File: src/loader_pkg.sv
// loader_pkg: constants, register map and carrier types of the tape/card memory loader
// assumes one 250 MHz core clock and a plain strobe register port
//
// Function
// - load mode flag sets only with switch in load and clear or power-on done
// - each tape code while waiting for the start is compared with start code 66; a match is flagged
// - check register clocks per frame from after start to check frame after stop
// - with shift enable, upper and lower digits of a frame enter the word register
// - memory address is forced to step once for every loaded word
// - active low error output on check error or memory parity error while loading
// - card data reaches the word bus only for columns 17 to 80
// - card check register runs only over columns 9 through 80
// - both card allow flops clear at column 80 or on system clear
// - active low even column indication within columns 17 through 80
// - stop code 4000 is latched and ends the start/stop state
// - with write gate low the load word goes to memory with a write request
// - word assembly register is held clear outside load mode
package loader_pkg;

  localparam int FRAME_W = 6;
  localparam int WORD_W  = 18;
  localparam int ROWS_W  = 12;
  localparam int COL_W   = 7;
  localparam int STAT_W  = 6;

  // start code is octal 66, stop word is octal 4000
  localparam logic [FRAME_W-1:0] START_CODE = 6'h36;
  localparam logic [WORD_W-1:0]  STOP_WORD  = 18'h00800;
  localparam logic [1:0]         FRAMES_PER_WORD = 2'h3;

  localparam logic [COL_W-1:0] COL_CHECK_FIRST = 7'h09;
  localparam logic [COL_W-1:0] COL_DATA_FIRST  = 7'h11;
  localparam logic [COL_W-1:0] COL_LAST        = 7'h50;
  localparam logic [COL_W-1:0] COL_FIRST       = 7'h01;

  localparam logic [7:0] ADDR_CTRL   = 8'h00;
  localparam logic [7:0] ADDR_STATUS = 8'h04;
  localparam logic [7:0] ADDR_MASK   = 8'h08;
  localparam logic [7:0] ADDR_STATE  = 8'h0C;
  localparam logic [7:0] ADDR_WORD   = 8'h10;

  localparam int ST_START_BIT = 0;
  localparam int ST_STOP_BIT  = 1;
  localparam int ST_LRC_BIT   = 2;
  localparam int ST_PAR_BIT   = 3;
  localparam int ST_WORD_BIT  = 4;
  localparam int ST_CARD_BIT  = 5;

  localparam logic [STAT_W-1:0] STATUS_RESET = 6'h00;
  localparam logic [STAT_W-1:0] MASK_RESET   = 6'h00;
  localparam logic              CTRL_RESET   = 1'b0;

  typedef enum logic [4:0] {
    TS_IDLE  = 5'b00001,
    TS_WAIT  = 5'b00010,
    TS_RUN   = 5'b00100,
    TS_CHECK = 5'b01000,
    TS_DONE  = 5'b10000
  } tape_state_type;

  typedef struct packed {
    logic               strobe;
    logic [FRAME_W-1:0] code;
  } tape_frame_type;

  typedef struct packed {
    logic              strobe;
    logic              first;
    logic [ROWS_W-1:0] rows;
  } card_column_type;

  typedef struct packed {
    logic        wr;
    logic        rd;
    logic [7:0]  addr;
    logic [31:0] wdata;
  } reg_req_type;

endpackage : loader_pkg

File: src/pin_sync.sv
// pin_sync: two flop synchroniser for a bundle of pin levels
// assumes the bundle is held steady around each strobe edge
`timescale 1ns/1ps
module pin_sync #(
  parameter int WIDTH = 1
) (
  input  wire logic             core_clk,
  input  wire logic             nrst,
  input  wire logic [WIDTH-1:0] d,
  output logic      [WIDTH-1:0] q
);

  logic [WIDTH-1:0] stage1;

  // stage1 is read only by q
  always_ff @(posedge core_clk or negedge nrst) begin
    if (!nrst) begin
      stage1 <= '0;
      q      <= '0;
    end else begin
      stage1 <= d;
      q      <= stage1;
    end
  end

endmodule : pin_sync

File: src/tape_card_memory_loader.sv
// tape_card_memory_loader: loads words from tape frames or card columns into core memory
// assumes reader pins are asynchronous and memory control sits on core_clk
//
// Local design decisions: the register offsets and the plain strobed port.
`timescale 1ns/1ps
module tape_card_memory_loader
  import loader_pkg::*;
(
  input  wire logic                  core_clk,
  input  wire logic                  nrst,
  input  wire logic                  load_switch_selected_n,
  input  wire logic                  sys_clear_btn,
  input  wire logic                  power_on_done,
  input  wire tape_frame_type        tape_in,
  input  wire card_column_type       card_in,
  input  wire logic                  mem_parity_err,
  input  wire reg_req_type           reg_req,
  output logic        [31:0]         reg_rdata,
  output logic                       irq,
  output logic                       load_mode_flag,
  output logic                       start_code_match,
  output logic                       check_char_strobe,
  output logic                       digit_shift_enable,
  output logic                       force_address_increment,
  output logic                       load_write_gate_n,
  output logic                       mem_write_req,
  output logic        [WORD_W-1:0]   mem_wdata,
  output logic                       load_error_n,
  output logic                       card_data_allow,
  output logic                       card_check_allow,
  output logic                       card_allow_clear_n,
  output logic                       even_column_n,
  output logic                       stop_code_latched_n
);

  localparam int PIN_W = 3 + $bits(tape_frame_type) + $bits(card_column_type);

  logic [PIN_W-1:0] pin_raw;
  logic [PIN_W-1:0] pin_sync_q;
  logic             load_sel;
  logic             clr_lvl;
  logic             pon_lvl;
  tape_frame_type   tape_s;
  card_column_type  card_s;

  assign pin_raw = {~load_switch_selected_n, sys_clear_btn, power_on_done, tape_in, card_in};

  pin_sync #(
    .WIDTH (PIN_W)
  ) u_pin_sync (
    .core_clk (core_clk),
    .nrst     (nrst),
    .d        (pin_raw),
    .q        (pin_sync_q)
  );

  assign {load_sel, clr_lvl, pon_lvl, tape_s, card_s} = pin_sync_q;

  // edge detection state
  logic clr_d, pon_d, tstb_d, cstb_d;
  logic clr_edge, pon_edge, frame_ev, col_ev;

  assign clr_edge = clr_lvl & ~clr_d;
  assign pon_edge = pon_lvl & ~pon_d;
  assign frame_ev = tape_s.strobe & ~tstb_d;
  assign col_ev   = card_s.strobe & ~cstb_d;

  always_ff @(posedge core_clk or negedge nrst) begin
    if (!nrst) begin
      clr_d  <= 1'b0;
      pon_d  <= 1'b0;
      tstb_d <= 1'b0;
      cstb_d <= 1'b0;
    end else begin
      clr_d  <= clr_lvl;
      pon_d  <= pon_lvl;
      tstb_d <= tape_s.strobe;
      cstb_d <= card_s.strobe;
    end
  end

  // loader state
  tape_state_type     tstate, next_tstate;
  logic               next_load_mode_flag;
  logic [WORD_W-1:0]  word, next_word;
  logic [1:0]         frame_cnt, next_frame_cnt;
  logic [FRAME_W-1:0] lrc, next_lrc;
  logic [ROWS_W-1:0]  card_lrc, next_card_lrc;
  logic [COL_W-1:0]   column, next_column;
  logic               err_flag, next_err_flag;
  logic               stop_latched, next_stop_latched;
  logic               next_card_data_allow, next_card_check_allow;
  logic               next_start_match, next_check_strobe, next_shift_en;
  logic               next_write_gate, write_gate_d;
  logic [WORD_W-1:0]  next_mem_wdata;
  logic               next_allow_clear, next_even_col;
  logic [STAT_W-1:0]  events;

  // register file state
  logic               card_mode, next_card_mode;
  logic [STAT_W-1:0]  status, next_status;
  logic [STAT_W-1:0]  mask, next_mask;
  logic [31:0]        next_reg_rdata;

  always_comb begin
    logic [WORD_W-1:0]  shifted;
    logic [FRAME_W-1:0] lrc_new;
    logic [ROWS_W-1:0]  clrc_new;
    logic [COL_W-1:0]   col_new;
    logic               chk_en;
    logic               dat_en;
    shifted  = '0;
    lrc_new  = '0;
    clrc_new = '0;
    col_new  = '0;
    chk_en   = 1'b0;
    dat_en   = 1'b0;

    next_load_mode_flag   = load_mode_flag;
    next_tstate           = tstate;
    next_word             = word;
    next_frame_cnt        = frame_cnt;
    next_lrc              = lrc;
    next_card_lrc         = card_lrc;
    next_column           = column;
    next_err_flag         = err_flag;
    next_stop_latched     = stop_latched;
    next_card_data_allow  = card_data_allow;
    next_card_check_allow = card_check_allow;
    next_start_match      = 1'b0;
    next_check_strobe     = 1'b0;
    next_shift_en         = 1'b0;
    next_write_gate       = 1'b0;
    next_mem_wdata        = mem_wdata;
    next_allow_clear      = 1'b0;
    next_even_col         = 1'b0;
    events                = '0;

    if (load_sel && (clr_edge || pon_edge)) begin
      next_load_mode_flag = 1'b1;
    end else if (!load_sel && clr_edge) begin
      next_load_mode_flag = 1'b0;
    end

    case (tstate)
      TS_IDLE: begin
        if (load_mode_flag) begin
          next_tstate = TS_WAIT;
        end
      end
      TS_WAIT: begin
        // frames other than the start code leave everything untouched
        if (frame_ev && !card_mode && tape_s.code == START_CODE) begin
          next_start_match = 1'b1;
          next_tstate      = TS_RUN;
          next_lrc         = '0;
          next_frame_cnt   = '0;
          next_word        = '0;
          events[ST_START_BIT] = 1'b1;
        end
      end
      TS_RUN: begin
        if (frame_ev && !card_mode) begin
          lrc_new           = lrc ^ tape_s.code;
          next_lrc          = lrc_new;
          next_check_strobe = 1'b1;
          next_shift_en     = 1'b1;
          shifted           = {word[WORD_W-FRAME_W-1:0], tape_s.code};
          next_word         = shifted;
          next_frame_cnt    = frame_cnt + 2'h1;
          if (frame_cnt == FRAMES_PER_WORD - 2'h1) begin
            next_frame_cnt = '0;
            if (shifted == STOP_WORD) begin
              next_stop_latched   = 1'b1;
              next_tstate         = TS_CHECK;
              events[ST_STOP_BIT] = 1'b1;
            end else begin
              next_write_gate      = 1'b1;
              next_mem_wdata       = shifted;
              events[ST_WORD_BIT]  = 1'b1;
            end
          end
        end
      end
      TS_CHECK: begin
        if (frame_ev && !card_mode) begin
          lrc_new           = lrc ^ tape_s.code;
          next_lrc          = lrc_new;
          next_check_strobe = 1'b1;
          next_tstate       = TS_DONE;
          if (lrc_new != '0) begin
            next_err_flag      = 1'b1;
            events[ST_LRC_BIT] = 1'b1;
          end
        end
      end
      TS_DONE: begin
        next_tstate = TS_DONE;
      end
      default: begin
        next_tstate = TS_IDLE;
      end
    endcase

    // card columns: no start code, framing comes from the column count
    if (col_ev && card_mode && load_mode_flag) begin
      col_new     = card_s.first ? COL_FIRST : column + 7'h01;
      next_column = col_new;
      chk_en      = card_check_allow | (col_new == COL_CHECK_FIRST);
      dat_en      = card_data_allow | (col_new == COL_DATA_FIRST);
      next_card_check_allow = chk_en;
      next_card_data_allow  = dat_en;
      clrc_new = chk_en ? (card_lrc ^ card_s.rows) : card_lrc;
      if (card_s.first) begin
        clrc_new = '0;
      end
      next_card_lrc = clrc_new;
      if (dat_en) begin
        next_write_gate     = 1'b1;
        next_mem_wdata      = {{(WORD_W-ROWS_W){1'b0}}, card_s.rows};
        events[ST_WORD_BIT] = 1'b1;
        next_even_col       = ~col_new[0];
      end
      if (col_new == COL_LAST) begin
        next_card_check_allow = 1'b0;
        next_card_data_allow  = 1'b0;
        next_allow_clear      = 1'b1;
        events[ST_CARD_BIT]   = 1'b1;
        if (clrc_new != '0) begin
          next_err_flag      = 1'b1;
          events[ST_LRC_BIT] = 1'b1;
        end
      end
    end

    if (load_mode_flag && mem_parity_err) begin
      next_err_flag      = 1'b1;
      events[ST_PAR_BIT] = 1'b1;
    end

    if (!load_mode_flag) begin
      next_word      = '0;
      next_frame_cnt = '0;
      next_tstate    = TS_IDLE;
    end

    if (clr_edge) begin
      next_tstate           = TS_IDLE;
      next_word             = '0;
      next_frame_cnt        = '0;
      next_lrc              = '0;
      next_card_lrc         = '0;
      next_column           = '0;
      next_err_flag         = 1'b0;
      next_stop_latched     = 1'b0;
      next_card_check_allow = 1'b0;
      next_card_data_allow  = 1'b0;
      next_allow_clear      = 1'b1;
      next_write_gate       = 1'b0;
    end
  end

  always_ff @(posedge core_clk or negedge nrst) begin
    if (!nrst) begin
      load_mode_flag     <= 1'b0;
      tstate             <= TS_IDLE;
      word               <= '0;
      frame_cnt          <= '0;
      lrc                <= '0;
      card_lrc           <= '0;
      column             <= '0;
      err_flag           <= 1'b0;
      stop_latched       <= 1'b0;
      card_data_allow    <= 1'b0;
      card_check_allow   <= 1'b0;
      start_code_match   <= 1'b0;
      check_char_strobe  <= 1'b0;
      digit_shift_enable <= 1'b0;
      write_gate_d       <= 1'b0;
      force_address_increment <= 1'b0;
      mem_wdata          <= '0;
      card_allow_clear_n <= 1'b1;
      even_column_n      <= 1'b1;
    end else begin
      load_mode_flag     <= next_load_mode_flag;
      tstate             <= next_tstate;
      word               <= next_word;
      frame_cnt          <= next_frame_cnt;
      lrc                <= next_lrc;
      card_lrc           <= next_card_lrc;
      column             <= next_column;
      err_flag           <= next_err_flag;
      stop_latched       <= next_stop_latched;
      card_data_allow    <= next_card_data_allow;
      card_check_allow   <= next_card_check_allow;
      start_code_match   <= next_start_match;
      check_char_strobe  <= next_check_strobe;
      digit_shift_enable <= next_shift_en;
      write_gate_d       <= next_write_gate;
      // step only after the write cycle so the word lands at the old address
      force_address_increment <= write_gate_d;
      mem_wdata          <= next_mem_wdata;
      card_allow_clear_n <= ~next_allow_clear;
      even_column_n      <= ~next_even_col;
    end
  end

  assign load_write_gate_n   = ~write_gate_d;
  assign mem_write_req       = write_gate_d;
  assign load_error_n        = ~err_flag;
  assign stop_code_latched_n = ~stop_latched;

  // register port
  always_comb begin
    next_card_mode = card_mode;
    next_mask      = mask;
    next_reg_rdata = '0;
    if (reg_req.wr && reg_req.addr == ADDR_CTRL) begin
      next_card_mode = reg_req.wdata[0];
    end
    if (reg_req.wr && reg_req.addr == ADDR_MASK) begin
      next_mask = reg_req.wdata[STAT_W-1:0];
    end
    // a new event in the read cycle survives the clear
    next_status = ((reg_req.rd && reg_req.addr == ADDR_STATUS) ? '0 : status) | events;
    if (reg_req.rd) begin
      case (reg_req.addr)
        ADDR_CTRL:   next_reg_rdata = {31'h0, card_mode};
        ADDR_STATUS: next_reg_rdata = {{(32-STAT_W){1'b0}}, status};
        ADDR_MASK:   next_reg_rdata = {{(32-STAT_W){1'b0}}, mask};
        ADDR_STATE:  next_reg_rdata = {9'h000, column, 8'h00, tstate,
                                       stop_latched, err_flag, load_mode_flag};
        ADDR_WORD:   next_reg_rdata = {{(32-WORD_W){1'b0}}, mem_wdata};
        default:     next_reg_rdata = '0;
      endcase
    end
  end

  always_ff @(posedge core_clk or negedge nrst) begin
    if (!nrst) begin
      card_mode <= CTRL_RESET;
      mask      <= MASK_RESET;
      status    <= STATUS_RESET;
      reg_rdata <= '0;
    end else begin
      card_mode <= next_card_mode;
      mask      <= next_mask;
      status    <= next_status;
      reg_rdata <= next_reg_rdata;
    end
  end

  assign irq = |(status & mask);

endmodule : tape_card_memory_loader

File: config.mk
export PLATFORM = sky130hd
export DESIGN_NAME = tape_card_memory_loader
export DESIGN_NICKNAME = d
export VERILOG_FILES = /design/src/loader_pkg.sv /design/src/pin_sync.sv /design/src/tape_card_memory_loader.sv
export SDC_FILE = /design/constraint.sdc
export NUM_CORES = 1
export LEC_CHECK = 0
export BUFFER_PORTS_ARGS = -buffer_cell sky130_fd_sc_hd__buf_2
export CAP_MARGIN = 0
export CORE_MARGIN = 4
export CORE_UTILIZATION = 43
export CTS_CLUSTER_DIAMETER = 100
export CTS_CLUSTER_SIZE = 25
export DETAILED_ROUTE_END_ITERATION = 7
export PLACE_DENSITY = 0.64
export SYNTH_ARGS = -nofsm -noshare
export SYNTH_HDL_FRONTEND = slang
export SYNTH_SLANG_ARGS = --single-unit
File: constraint.sdc
create_clock -name core_clk -period 2.2 [get_ports core_clk]
set_input_delay 0 -clock core_clk [delete_from_list [all_inputs] [get_ports core_clk]]
set_output_delay 0 -clock core_clk [all_outputs]
set_load 0.01 [all_outputs]
==> Yosys cells after proc, flatten, opt, wreduce, memory -nomap -nowiden <==
Cells that the tools add are included.
{ "classes": {"addsub": 2, "eq_ne": 23, "muxes": 90, "bitwise_logic": 21, "reduce_logical": 29} }
{ "ops": {"columns": ["operator", "n"], "rows": [
  ["one-hot mux 23 bit (5 select lines)", 1],
  ["two-way mux 12 bit", 9],
  ["two-way mux 18 bit", 6],
  ["two-way mux 1 bit", 49],
  ["two-way mux 5 bit", 7],
  ["two-way mux 32 bit", 1],
  ["one-hot mux 5 bit (5 select lines)", 1],
  ["two-way mux 6 bit", 4],
  ["one-hot mux 12 bit (2 select lines)", 1],
  ["two-way mux 7 bit", 3],
  ["!= test 4 bit, second input constant", 5],
  ["equality test 18 x 12 -> 1 bit, second input constant", 1],
  ["equality test 8 x 4 -> 1 bit, second input constant", 2],
  ["two-way mux 2 bit", 6],
  ["one-hot mux 6 bit (2 select lines)", 1],
  ["nonzero test 12 bit", 1],
  ["nonzero test 2 bit", 6],
  ["bitwise XOR 12 bit", 1],
  ["NOT 1 bit", 11],
  ["logical AND 1 bit", 10],
  ["equality test 8 x 3 -> 1 bit, second input constant", 1],
  ["equality test 8 x 5 -> 1 bit, second input constant", 1],
  ["zero test 8 bit", 1],
  ["adder 7 x 1 -> 7 bit, second input constant", 1],
  ["other kinds (29)", 35]
]} }
{ "word_totals": {"regBits": 171, "output_inout_bits": 64} }

==> Depth between registers and ports, before layout <==
{ "logic_depth": {"word_depth": 13, "depth_mapped": 10, "mapped_depth_nobuf": 8} }

==> Modules after synthesis <==
A second synthesis with hierarchy kept.
{ "hier_totals": {"cells_unflattened": 666, "hier_area_um2": 7074.3} }
{ "modules_own_cells": {"columns": ["mod", "instances", "cells_per_inst", "area_each_um2", "seq_area_each_um2"], "rows": [
  ["tape_card_memory_loader", 1, 618, 5873.1, 2856.5],
  ["pin_sync", 1, 48, 1201.2, 1201.2]
]} }

==> Worst setup path after synthesis <==
No wires, ideal clock.
{ "synth_timing": {"path_type": "register -> register", "startpoint": "register column[0]", "endpoint": "register mem_wdata[16]", "setup_time_ns": 0.122, "t_arrival_ns": 2.084, "required_ns": 2.078, "setup_slack_ns": -0.005, "stages_incl_launch_ff": 10, "period_less_slack_ns": 2.205, "path_cell_list": "dfrtp_1 > ha_1 > and2_1 > nand4_1 > xor2_1 > a41oi_1 > nor2_1 > clkbuf_1 > inv_1 > a32o_1"} }
{ "synth_between": {"elab_chain_cells": 6} }
{ "synth_lines": {"columns": ["element", "line", "source"], "rows": [
  ["start: declaration", "tape_card_memory_loader.sv:89", "logic [COL_W-1:0] column, next_column;"],
  ["start signal: assignment", "tape_card_memory_loader.sv:291", "column <= next_column;"],
  ["adder 7 x 1 -> 7 bit", "tape_card_memory_loader.sv:207", "col_new = card_s.first ? COL_FIRST : column + 7'h01;"],
  ["two-way mux 7 bit", "tape_card_memory_loader.sv:207", null],
  ["equality test 7 x 5 -> 1 bit", "tape_card_memory_loader.sv:210", "dat_en = card_data_allow | (col_new == COL_DATA_FIRST);"],
  ["OR 1 bit", "tape_card_memory_loader.sv:210", null],
  ["two-way mux 18 bit", "tape_card_memory_loader.sv:218", "if (dat_en) begin"],
  ["two-way mux 18 bit", "tape_card_memory_loader.sv:206", "if (col_ev && card_mode && load_mode_flag) begin"],
  ["via next_mem_wdata[16]", "tape_card_memory_loader.sv:95", "logic [WORD_W-1:0] next_mem_wdata;"],
  ["end signal: assignment", "tape_card_memory_loader.sv:302", "mem_wdata <= next_mem_wdata;"],
  ["end: declaration", "tape_card_memory_loader.sv:27", "output logic [WORD_W-1:0] mem_wdata,"]
]} }
The timed path passes the listed nets, and every way through them passes these cells.
A chain may end at the register's enable or synchronous reset.

==> Final worst setup path <==
{ "layout_timing": {"startpoint": "register column[0]", "endpoint": "register card_lrc[5]"} }
{ "layout_between": {"elab_chain_cells": 9} }
{ "layout_lines": {"columns": ["element", "line", "source"], "rows": [
  ["adder 7 x 1 -> 7 bit", "tape_card_memory_loader.sv:207", null],
  ["two-way mux 7 bit", "tape_card_memory_loader.sv:207", null],
  ["equality test 7 x 4 -> 1 bit", "tape_card_memory_loader.sv:209", "chk_en = card_check_allow | (col_new == COL_CHECK_FIRST);"],
  ["OR 1 bit", "tape_card_memory_loader.sv:209", null],
  ["two-way mux 12 bit", "tape_card_memory_loader.sv:213", "clrc_new = chk_en ? (card_lrc ^ card_s.rows) : card_lrc;"],
  ["two-way mux 12 bit", "tape_card_memory_loader.sv:214", "if (card_s.first) begin"],
  ["two-way mux 12 bit (2 in series)", "tape_card_memory_loader.sv:206", null],
  ["two-way mux 12 bit", "tape_card_memory_loader.sv:247", "if (clr_edge) begin"],
  ["end signal: assignment", "tape_card_memory_loader.sv:290", "card_lrc <= next_card_lrc;"],
  ["end: declaration", "tape_card_memory_loader.sv:88", "logic [ROWS_W-1:0] card_lrc, next_card_lrc;"]
]} }
No other way between the ends. The select of a mux whose other input is x is not followed.

==> summary.txt <==
Worst setup path
  • Critical setup path kind: register to register
  • CP Data Arrival Time: 2630 ps
  • Critical Path RT: 2500 ps
  • Startpoint Class: register
  • CP Cell Sequence: buf_6, nand3_4, or3_4, a21oi_4, buf_12, a21oi_4, buf_12, a21oi_4, buf_12, nand2_1, a32o_1
  • Slowest cell on crit path: dfrtp_1
  • Max FO, Critical Path: 10
  • Slowest Stage Delay on Critical Path: 410 ps
  • Worst setup EP type: register

Routing
  • Vias after detailed routing: 5424
  • Pre-antenna DRT Iters: 5
  • Wire per inst: 17.0 um
  • Residual DRC: 0
  • Initial DRC Count: 339
  • Antenna viol nets, final: 0
  • WL final: 17400 um
  • Post-DR vias/cell: 5.30

CTS
  • CTS tree: yes
  • Clock latency on the worst-skew pair: 420 ps
  • Total CTS buffers: 17
  • Root Driver: clkbuf_16
  • Sink Count: 162
  • Clock Pin Slew Worst Setup and Hold Paths: 60 ps
  • H-tree levels: 4
  • Clock buffer depth: 2

Layout
  • Most common cell after layout, fill and taps aside: dfrtp_1
  • N_diodes: 0
  • # nets final: ~860
  • Share of cells above drive strength 1: 0.306
  • Area delta synth->final: 33.8%
  • Layout Cells excl Fill: 1023
  • Final core occ: 0.586
  • Most frequent cells in the layout: dfrtp_1, buf_2, buf_4

Floorplan
  • Die Y-Extent: 135 um
  • Core area: 15900 sq um
  • Initial Util: 0.438
  • I/O pin count: 133
  • Die area: 18300 sq um
  • DIE WIDTH: 135 um
  • FP Rows: 46

Logic synthesis
  • Mapped Area: 6950 sq um
  • Ys flop type: dfrtp_1
  • Avg Cell Area, Syn: approximately 11 sq um
  • Number of synthesized flops with an enable pin: 0
  • Syn. warnings: 0
  • Simple-gate share of the synthesized area: 0.165
  • Main combinational cell family by area after synthesis: simple AND/OR/NAND/NOR gates
  • Seq cells post-synth: 162
  • Complex-gate fraction of the synthesized area: 0.143
  • Post-synthesis mux area share: 0.0486
  • Post-synthesis sequential area ratio: 0.584
  • Async set-reset flop share out of synthesis: 1.00
  • Post-synth cell types: 64
  • Synth Instances: 614
  • Adder-Cell Fraction of Synth Area: 0.00180
  • Post-Synth XOR/XNOR Area: 0.0176

STA
  • Final critical-path share of the clock period: 1.06
  • Final setup fails: 10
  • Worst-margin pin slew: 631 ps
  • Fmax: ~430 MHz
  • Minimum clock period: 2330 ps
  • Clock skew: 11.6 ps
  • RSZ-0062 raised after global routing: yes
  • Max-slew violation count: 0
  • Post-route setup slack: -135 ps
  • Final Hold Viols: 0
  • Worst rel slew slack: 0.578

Place
  • I/O Buffers: 97
  • RePlAce Congestion: approximately 0.83
  • DP HPWL: 12600 um
  • Number of placed cells counting well taps: 946

Power and ir drop
  • Worst VDD drop: 502 uV
  • Internal power: 5.49 mW
  • Comb power frac: 0.067
  • P_sw: around 1.5 mW
  • Sequential share of power: 0.450
  • Pwr/cell area: 747 nW/um^2
  • Sw frac: 0.210
  • Clock power share: 0.483
  • Leak: ~4.5 nW

GRT
  • Initial antenna violation count: 0
  • Congestion Overflow GR: 0
  • Largest net degree at the start of global routing: 62
  • Vias in the first global route: about 5300
  • Grt met1 use: 0.256
  • Global-route wire length before repair: 27300 um
  • Global Route Usage Sum: 0.190
  • Met2 Use GR: 0.308
  • Met3 GRT Util: 0.0386
  • Layer with the highest usage: met2

Outcome
  • Violated checks: negative setup slack
  • Outcome: finished, violations left

Min path
  • Hold crit path type: input pin to register

Run
  • Max-Cap Viols: 0
[worst max-delay path, delay by kind of cell, from the launching register on]
family | cells | cell delay (ps)
buf+inv | 4 | 600
compound gates | 4 | 750
flops | 1 | 410
simple gates | 3 | 470
[state kept, by name, indices dropped and copies added, names as in the netlist, 2 cells and up]
| register | cells |
|---|---|
| word | 12 |
| reg_rdata | 23 |
| u_pin_sync.q | 24 |
| tstate | 5 |
| card_lrc | 12 |
| column | 7 |
| status | 6 |
| mask | 6 |
| mem_wdata | 18 |
| u_pin_sync.stage1 | 24 |
| lrc | 6 |
| frame_cnt | 2 |
[layer usage]
layer,up-vias,share of wire
met4,0,0.020
met2,183,0.49
met1,2652,0.44
met5,-,0
met3,28,0.056
li1,2561,-
[synth_stat cells, types with 11 or more instances]
library cell	n	area (sq um)
a21oi_1	27	135
a22o_1	19	166
a32o_1	11	110
and3_1	16	100
clkbuf_1	17	63.8
dfrtp_1	159	3980
inv_1	18	67.6
mux2i_1	21	210
nand2_1	39	146
nand2b_1	19	119
nor2_1	48	180
nor2b_1	13	81.3
nor3_1	12	60.1
o21ai_0	32	160
[power by group through the flow]
stage / Combinational [mW] / Clock, mW / Sequential [mW]
2_1_floorplan: 0.205 / 0 / 3.17
3_3_place_gp: 0.397 / 0 / 3.18
3_5_place_dp: 0.407 / 0 / 3.18
4_1_cts: 0.454 / 3.42 / 3.13
5_1_grt: 0.515 / 3.55 / 3.14
6_report: 0.463 / 3.35 / 3.13
[timing repair]
item	CTS	global route
endpoints found under the setup margin	29	38
pin swaps	6	9
gates resized for setup	6	43
endpoints found under the hold margin	128	0
buffers inserted	1	7
cloned	0	4
hold buffers	33	0
[metrics by stage]
| step | setup TNS [ps] | area (sq um) | setup WS [ps] | power [mW] | hold WS (ps) |
|---|---|---|---|---|---|
| 6_report | -975 | 9300 | -135 | 6.95 | 57.0 |
| 2_1_floorplan | 0 | 6980 | 69.3 | 3.37 | -296 |
| 5_1_grt | -2300 | 9300 | -199 | 7.20 | 68.2 |
| 3_3_place_gp | -815 | 7950 | -90.9 | 3.57 | 0.243 |
| 4_1_cts | -35.1 | 8990 | -32.6 | 7.00 | 39.2 |
| 3_5_place_dp | -1990 | 7950 | -160 | 3.59 | 6.61 |
[logic make-up (layout without fill, tap and decap cells)]
| logic type | count (synthesis) | after routing |
|---|---|---|
| AO/OA/AOI/OAI | 143 | 143 |
| buffers and inverters | 57 | 242 |
| XOR/XNOR | 14 | 14 |
| multiplexers | 31 | 31 |
| adder cells (fa/ha/maj) | 1 | 1 |
| flip-flops | 162 | 162 |
| other | 1 | 9 |
| AND/OR/NAND/NOR | 205 | 205 |
[cell type report]
type / count / area (sq um)
Multi-Input combinational cell: 403 / 2790
Tap cell: 216 / 270
Timing Repair Buffer: 192 / 1430
Inverter: 18 / 67.6
Clock buffer: 23 / 478
Clock inverter: 9 / 200
Fill cell: 1326 / 6580
Sequential cell: 162 / 4060
[final timing paths]
check                                                    start                         endpoint  slack, ps  cells after the start
max in group asynchronous                                 nrst          even_column_n$_DFF_PN1_       1290                      3
worst max-delay path                     column[0]$_DFFE_PN0P_          card_lrc[5]$_DFFE_PN0P_       -130                     11
worst min-delay path                               reg_req[34]            card_mode$_DFFE_PN0P_         60                      3
worst max register to register           column[0]$_DFFE_PN0P_          card_lrc[5]$_DFFE_PN0P_       -130                     11
worst min register to register  u_pin_sync.stage1[7]$_DFF_PN0_        u_pin_sync.q[7]$_DFF_PN0_        350                      0
min in group asynchronous                                 nrst  u_pin_sync.stage1[21]$_DFF_PN0_        120                      2
(Power assumes the default switching activity.)
